File: src/rtl/shsf_map.svh
`ifndef SHSF_MAP_SVH
`define SHSF_MAP_SVH
// host status register layout, offset 00h of the controller i/o space
`define SHSF_OFS_STATUS 3'h0
`define SHSF_RST_STATUS 8'h00
// value returned for any offset this block does not serve
`define SHSF_UNMAPPED_READ 8'h00
`define SHSF_BIT_BYTE 7
`define SHSF_BIT_SEM 6
`define SHSF_BIT_ALERT 5
`define SHSF_BIT_FAILED 4
`define SHSF_BIT_BUSERR 3
`define SHSF_BIT_DEVERR 2
`define SHSF_BIT_DONE 1
`define SHSF_BIT_BUSY 0
// flags that are reported interrupt sources
`define SHSF_IRQ_MASK 8'h3E
`endif

File: src/rtl/shsf_pkg.sv
package shsf_pkg;
    typedef enum logic [1:0] {
        SHSF_SEM_FREE = 2'b00,
        SHSF_SEM_TAKEN = 2'b01
    } shsf_sem_t;
endpackage

File: src/rtl/shsf_flag.sv
`include "shsf_map.svh"
////////////////////////////////////////////////////////////////////////
// one sticky write-one-to-clear flag; a set in the clearing cycle wins
module shsf_flag (
    input wire logic clk,
    input wire logic nrst,
    input wire logic set_i,
    input wire logic clr_i,
    output logic flag_o
);
    logic flag_ff;
    // set has priority so an event coinciding with a clear is kept
    always_ff @(posedge clk or negedge nrst) begin
        if (!nrst) begin
            flag_ff <= 1'b0;
        end else if (set_i) begin
            flag_ff <= 1'b1;
        end else if (clr_i) begin
            flag_ff <= 1'b0;
        end
    end
    assign flag_o = flag_ff;
endmodule

File: src/rtl/shsf_top.sv
`include "shsf_map.svh"
////////////////////////////////////////////////////////////////////////
// Operation
// - after reset first semaphore read returns 0, later reads return 1
// - writing 1 to semaphore frees it; writing 0 does nothing
// - semaphore affects no other hardware behaviour
// - alert flag sets when alert input raises the interrupt
// - alert flag clears only by write 1, resume-well reset low or NRST low
// - alert flag never sets when alert pin used as general purpose io
// - kill request sets failed flag, an interrupt source
// - bus collision sets bus-error flag, an interrupt source
// - illegal command, unclaimed cycle or timeout sets device-error flag
// - writing 1 clears device-error or completion flag and drops interrupt
// - completion flag sets only on success with completion irq enabled
// - host-busy reads 1 during command execution, registered so it rises and falls one cycle late
// - status flags clear on write 1, unchanged on write 0
// - routing bit sends every interrupt source to management interrupt
module shsf_top (
    input wire logic CLK,
    input wire logic NRST,
    input wire logic RESUME_WELL_RESET_N,
    input wire logic [2:0] ADDR,
    input wire logic RD_STB,
    input wire logic WR_STB,
    input wire logic [7:0] WDATA,
    output logic [7:0] RDATA,
    input wire logic ALERT_INPUT_N,
    input wire logic ALERT_AS_GPIO,
    input wire logic KILL_REQ,
    input wire logic COLLISION,
    input wire logic ILLEGAL_CMD,
    input wire logic UNCLAIMED_CYCLE,
    input wire logic DEVICE_TIMEOUT,
    input wire logic CMD_SUCCESS,
    input wire logic COMPLETION_IRQ_ENABLE,
    input wire logic BYTE_COMPLETE,
    input wire logic CMD_RUNNING,
    input wire logic ROUTE_TO_MGMT_IRQ,
    output logic IRQ,
    output logic SYSTEM_MGMT_IRQ_N
);
    logic sel_rd;
    logic sel_wr;
    logic [7:0] clr;
    logic [7:0] set;
    logic [7:0] flags;
    logic alert_rst_n;
    logic busy_ff;
    logic alert_seen_ff;
    logic irq_ff;
    logic mgmt_n_ff;
    logic [7:0] rdata_ff;
    logic [7:0] nxt_rdata;
    logic any_src;
    shsf_pkg::shsf_sem_t sem_ff;
    logic is_status;
    logic sem_free_req;
    logic alert_low;
    logic alert_fall;
    logic device_error_flag_evt;
    logic done_evt;
    logic [7:0] src_flags;
    logic [7:0] status_view;

    ////////////////////////////////////////////////////////////////////
    // register decode; only the status offset is served here
    assign is_status = (ADDR == `SHSF_OFS_STATUS);
    assign sel_rd = RD_STB && is_status;
    assign sel_wr = WR_STB && is_status;
    // write data doubles as the clear mask, so a written 0 touches nothing
    assign clr = sel_wr ? WDATA : 8'h00;
    assign sem_free_req = sel_wr && WDATA[`SHSF_BIT_SEM];

    ////////////////////////////////////////////////////////////////////
    // ownership semaphore: a read claims it, a written 1 frees it
    // it feeds only the read path, nothing else looks at it
    always_ff @(posedge CLK or negedge NRST) begin
        if (!NRST) begin
            sem_ff <= shsf_pkg::SHSF_SEM_FREE;
        end else begin
            case (sem_ff)
                shsf_pkg::SHSF_SEM_FREE: begin
                    // a free request in the claiming cycle wins over the read
                    if (sel_rd && !sem_free_req) begin
                        sem_ff <= shsf_pkg::SHSF_SEM_TAKEN;
                    end
                end
                shsf_pkg::SHSF_SEM_TAKEN: begin
                    if (sem_free_req) begin
                        sem_ff <= shsf_pkg::SHSF_SEM_FREE;
                    end
                end
                default: begin
                    sem_ff <= shsf_pkg::SHSF_SEM_FREE;
                end
            endcase
        end
    end

    ////////////////////////////////////////////////////////////////////
    // alert edge: only a fresh fall of the alert input sets the flag
    // a level would re-arm the flag right after software clears it
    assign alert_low = !ALERT_INPUT_N;
    assign alert_fall = alert_low && !alert_seen_ff;
    always_ff @(posedge CLK or negedge NRST) begin
        if (!NRST) begin
            alert_seen_ff <= 1'b0;
        end else begin
            alert_seen_ff <= alert_low;
        end
    end

    // condensed event terms for the flag bank
    assign device_error_flag_evt = ILLEGAL_CMD || UNCLAIMED_CYCLE || DEVICE_TIMEOUT;
    assign done_evt = CMD_SUCCESS && COMPLETION_IRQ_ENABLE;

    // event sources per flag bit
    always_comb begin
        set = 8'h00;
        set[`SHSF_BIT_ALERT] = alert_fall && !ALERT_AS_GPIO;
        set[`SHSF_BIT_FAILED] = KILL_REQ;
        set[`SHSF_BIT_BUSERR] = COLLISION;
        set[`SHSF_BIT_DEVERR] = device_error_flag_evt;
        set[`SHSF_BIT_DONE] = done_evt;
        set[`SHSF_BIT_BYTE] = BYTE_COMPLETE;
    end

    // alert flag also dies with the resume-well reset
    // a combined reset term: the resume reset must arrive glitch free
    assign alert_rst_n = NRST && RESUME_WELL_RESET_N;

    ////////////////////////////////////////////////////////////////////
    // sticky flags for bits 7..1 except the semaphore
    // set wins over a same-cycle clear, so no event slips past a clear
    genvar gi;
    generate
        for (gi = 1; gi < 8; gi++) begin : g_flag
            if (gi == `SHSF_BIT_SEM) begin : g_none
                assign flags[gi] = 1'b0;
            end else begin : g_sticky
                shsf_flag u_flag (
                    .clk(CLK),
                    .nrst((gi == `SHSF_BIT_ALERT) ? alert_rst_n : NRST),
                    .set_i(set[gi]),
                    .clr_i(clr[gi]),
                    .flag_o(flags[gi])
                );
            end
        end
    endgenerate
    assign flags[`SHSF_BIT_BUSY] = busy_ff;

    ////////////////////////////////////////////////////////////////////
    // busy mirrors the sequencer; writes to it are ignored
    // bit 0 is no sticky flag: it is rebuilt from the sequencer each cycle
    always_ff @(posedge CLK or negedge NRST) begin
        if (!NRST) begin
            busy_ff <= 1'b0;
        end else begin
            busy_ff <= CMD_RUNNING;
        end
    end

    ////////////////////////////////////////////////////////////////////
    // read image: sticky flags, live semaphore and the busy mirror
    always_comb begin
        status_view = flags;
        status_view[`SHSF_BIT_SEM] = (sem_ff == shsf_pkg::SHSF_SEM_TAKEN);
    end

    // read data, registered one cycle after the read strobe
    // an unmapped offset reads as zero rather than holding stale data
    always_comb begin
        nxt_rdata = rdata_ff;
        if (RD_STB) begin
            case (ADDR)
                `SHSF_OFS_STATUS: begin
                    nxt_rdata = status_view;
                end
                default: begin
                    nxt_rdata = `SHSF_UNMAPPED_READ;
                end
            endcase
        end
    end

    always_ff @(posedge CLK or negedge NRST) begin
        if (!NRST) begin
            rdata_ff <= `SHSF_RST_STATUS;
        end else begin
            rdata_ff <= nxt_rdata;
        end
    end
    assign RDATA = rdata_ff;

    ////////////////////////////////////////////////////////////////////
    // request lines: level, held until every source flag is cleared
    // busy and the semaphore are masked off, byte-complete is not a source
    assign src_flags = flags & `SHSF_IRQ_MASK;
    assign any_src = |src_flags;
    // ordinary request, silent while routed to the management line
    always_ff @(posedge CLK or negedge NRST) begin
        if (!NRST) begin
            irq_ff <= 1'b0;
        end else begin
            irq_ff <= any_src && !ROUTE_TO_MGMT_IRQ;
        end
    end

    // management request is active low and idles high out of reset
    always_ff @(posedge CLK or negedge NRST) begin
        if (!NRST) begin
            mgmt_n_ff <= 1'b1;
        end else begin
            mgmt_n_ff <= !(any_src && ROUTE_TO_MGMT_IRQ);
        end
    end
    assign IRQ = irq_ff;
    assign SYSTEM_MGMT_IRQ_N = mgmt_n_ff;
endmodule

File: config.mk
export PLATFORM = sky130hd
export DESIGN_NAME = shsf_top
export DESIGN_NICKNAME = d
export VERILOG_FILES = /design/src/rtl/shsf_pkg.sv /design/src/rtl/shsf_flag.sv /design/src/rtl/shsf_top.sv
export VERILOG_INCLUDE_DIRS = /design/src /design/src/rtl
export SDC_FILE = /design/constraint.sdc
export NUM_CORES = 1
export LEC_CHECK = 0
export BUFFER_PORTS_ARGS = -buffer_cell sky130_fd_sc_hd__buf_2
export CAP_MARGIN = 20
export CORE_MARGIN = 4
export CORE_UTILIZATION = 43
export DETAILED_ROUTE_END_ITERATION = 10
export PLACE_DENSITY = 0.76
export SLEW_MARGIN = 20
export SYNTH_ARGS = -nofsm -noshare
export SYNTH_HDL_FRONTEND = slang
export SYNTH_SLANG_ARGS = --single-unit
File: constraint.sdc
create_clock -name CLK -period 1.3 [get_ports CLK]
set_input_delay 0.195 -clock CLK [delete_from_list [all_inputs] [get_ports CLK]]
set_output_delay 0.195 -clock CLK [all_outputs]
set_load 0.05 [all_outputs]
==> flow_metrics.tcl <==
set metrics [dict create \
    required_ps 1110 \
    period_needed_ps 1250 \
    fmax_mhz 801 \
    finalNonFillerCells 116 \
    cpMaxStageDelayCell "dfstp_2" \
    synth.avg_cell_area_um2 13.3 \
    start_util_pct 47.4 \
    netlist_instances 56 \
    n_fill_cell 121 \
    ant_nets 0 \
    p_per_area_nw_per_um2 1100 \
    finalCritPeriodShare_pct 96.0 \
    drcViolationCount 0 \
    critical_path_peak_fanout 1 \
    antenna_cells 0 \
    yosysMostFrequentCell "dfrtp_1" \
    cts_setup_buffers 0 \
    placed_area_um2 962 \
    startpoint_type "flip-flop" \
    overflow 0 \
    drt_iter0_markers 4 \
    antenna_found_initial 0 \
    ff_latch_area_um2 477 \
    track_usage_pct 13.1 \
    synth_cell_types 20 \
    critPathArrivalTime_ps 1050 \
    hold_viol 0 \
    grt_pass1_vias 630 \
    design_area_um2 1010 \
    drive_above_1_share_pct 45.0 \
    areaGrowthSynthToFinish_pct 35.0 \
    drv_slew 0 \
    synthesis.area_um2 747 \
    power_w 0.00111 \
    synth_area_leaders "dfrtp_1 60%, a22o_1 8.2%, nor4b_4 6.4%, dfstp_2 3.5%, inv_1 3.5%" \
    tns_ps 0 \
    slowest_delay_ps 520 \
    setup_viol 0 \
    hold_slack_ps 13.4 \
    status "finished, final reports clean" \
    synth_fp_nets 84 \
    fp.dieW_um 49.7 \
    yosysSeqAreaShare_pct 63.8 \
    synth_top_area_share_pct 60.3 \
    place_congestion 0.666 \
    drt_pre_antenna_iters 4 \
    dp_hpwl_mm 1.26 \
    yosysTopAreaCell "dfrtp_1" \
    multiInputGateArea_um2 244 \
    core.rowCount 14 \
    relSlewSlack_pct 69.2 \
    drv_cap 0 \
    dieHeight_um 49.7 \
    clkTransAtPathRegs_ps 100 \
    yosysWarnings 0 \
    path_buf_inv 1 \
    cts_made_buffers 3 \
    synth-edff-count 0 \
    vias_per_cell 5.09 \
    irDropWorstVdd_uv 684 \
    grt_pass1_wl_mm 2.55 \
    num-nets-final 129 \
    async_flop_share_pct 100 \
    yosys.area_share.simple_pct 14.7 \
    cp_cell_sequence "buf_2" \
    ys_ff_latch 19 \
    synth.area.mux_share_pct 0 \
    criticalPathCategory "reg -> out" \
    via_count 591 \
    cts_tree "built" \
    worst_setup_path_end_kind "output pin" \
    insertion_delay_ps 280 \
    wl_mm 1.55 \
    clock-root-buffer "clkbuf_4" \
    critical-path-top-delay-family "flip-flops" \
    dieArea_um2 2470 \
    synth_fa_ha_area_share_pct 0 \
    cts.sinks 19 \
    skew_ps 0.993 \
    hold_class "in -> reg" \
    synthTopCellsByCount "18 x dfrtp_1, 7 x a22o_1, 7 x inv_1, 3 x a31oi_1, 3 x nor2_1" \
    io_pins 38 \
    core_um2 1580 \
    port_buffers 36 \
    wl_per_cell_um 13.4 \
    grt_max_degree 20 \
    clk_path_buf_depth 2 \
    max_slew.worst_pin.slew_ps 459 \
    synthXorXnorAreaFrac_pct 0 \
    synth_top_family_by_area "compound AO/OA/AOI/OAI gates" \
    synth_compound_area_share_pct 17.9 \
    rsz0062_at_grt "false" \
    ctsResizeCount 0 \
    p_leak_nw 0.528 \
    htreeDepth 1 \
    synth-main-ff-cell "dfrtp_1" \
    dp_cells 110 \
]
## metrics by stage
stage                     util [%]  worst slack [ps]
after global placement        61.0              99.1
final                         64.0              52.0
after global routing          64.0              7.09
after detailed placement      61.0              69.6
after floorplan                  -               118
after CTS                     64.0              45.1
## layout by cell type, fill, tap and decap left out
cell / instances
dfstp_2: 1
nor2_1: 3
a31oi_1: 3
nand2_1: 1
nor4b_4: 2
and2_1: 1
or3_1: 1
or4_1: 1
o21ai_1: 1
a22o_1: 7
o211ai_1: 2
o21ba_1: 1
buf_2: 36
dfrtp_1: 18
nor4b_1: 1
buf_4: 2
nand2b_1: 2
a2bb2oi_1: 1
dlygate4sd3_1: 2
inv_1: 7
nor4_1: 1
a21oi_1: 1
a22o_2: 1
clkbuf_1: 1
clkbuf_4: 3
## flip-flops by register name, indices dropped and copies added (netlist names)
name / cells
alert_seen_ff: 1
busy_ff: 1
SYSTEM_MGMT_IRQ_N: 1
g_flag.g_sticky.u_flag.flag_o: 6
RDATA: 8
IRQ: 1
sem_ff: 1
## where the power goes
group | internal [W] | switching [W] | total (W)
combinational | 0.0000738 | 0.000116 | 0.000189
sequential | 0.000622 | 0.0000165 | 0.000638
clock | 0.000119 | 0.000166 | 0.000285
## layer usage
layer  up-vias  wire [um]  GRT usage, %
met4         0         12          4.15
met2        18        822          24.4
met1       275        612          14.9
met3         2        102          2.41
met5         -          0             0
li1        296          -             -
## cell type report
type,count,share of cell area (%)
Sequential cell,19,47.3
Multi-Input combinational cell,30,24.2
Timing Repair Buffer,40,21.3
Clock buffer,4,2.61
Inverter,7,2.61
Tap cell,16,1.99
## cells by family after synthesis
group | Yosys count
AOI/OAI and AO/OA | 17
buffers and inverters | 7
DFF | 19
and+or+nand+nor | 13
## worst reg2reg max path, cell delays in order (launching register included)
cell	delay (ps)
dfrtp_1	410
or4_1	550
o21ba_1	190
## path summary, 6_finish.rpt
kind                            cells after the start                                         start                                      endpoint  slack (ps)
max in group asynchronous                           3                                          NRST  g_flag[5].g_sticky.u_flag.flag_o$_DFFE_PN0P_         550
worst min-delay path                                1                                   CMD_RUNNING                             busy_ff$_DFF_PN0_          10
min in group asynchronous                           3                           RESUME_WELL_RESET_N  g_flag[5].g_sticky.u_flag.flag_o$_DFFE_PN0P_         300
worst max-delay path                                1                   SYSTEM_MGMT_IRQ_N$_DFF_PN1_                             SYSTEM_MGMT_IRQ_N          50
worst max register to register                      2  g_flag[4].g_sticky.u_flag.flag_o$_DFFE_PN0P_                                 IRQ$_DFF_PN0_          60
worst min register to register                      1                             busy_ff$_DFF_PN0_                          RDATA[0]$_DFFE_PN0P_         480
## timing repair
item                                    4_1_cts  5_1_grt
hold endpoints to repair                     18        0
endpoints found under the setup margin        0        0
hold buffers                                  2        0
(Power assumes the default switching activity.)
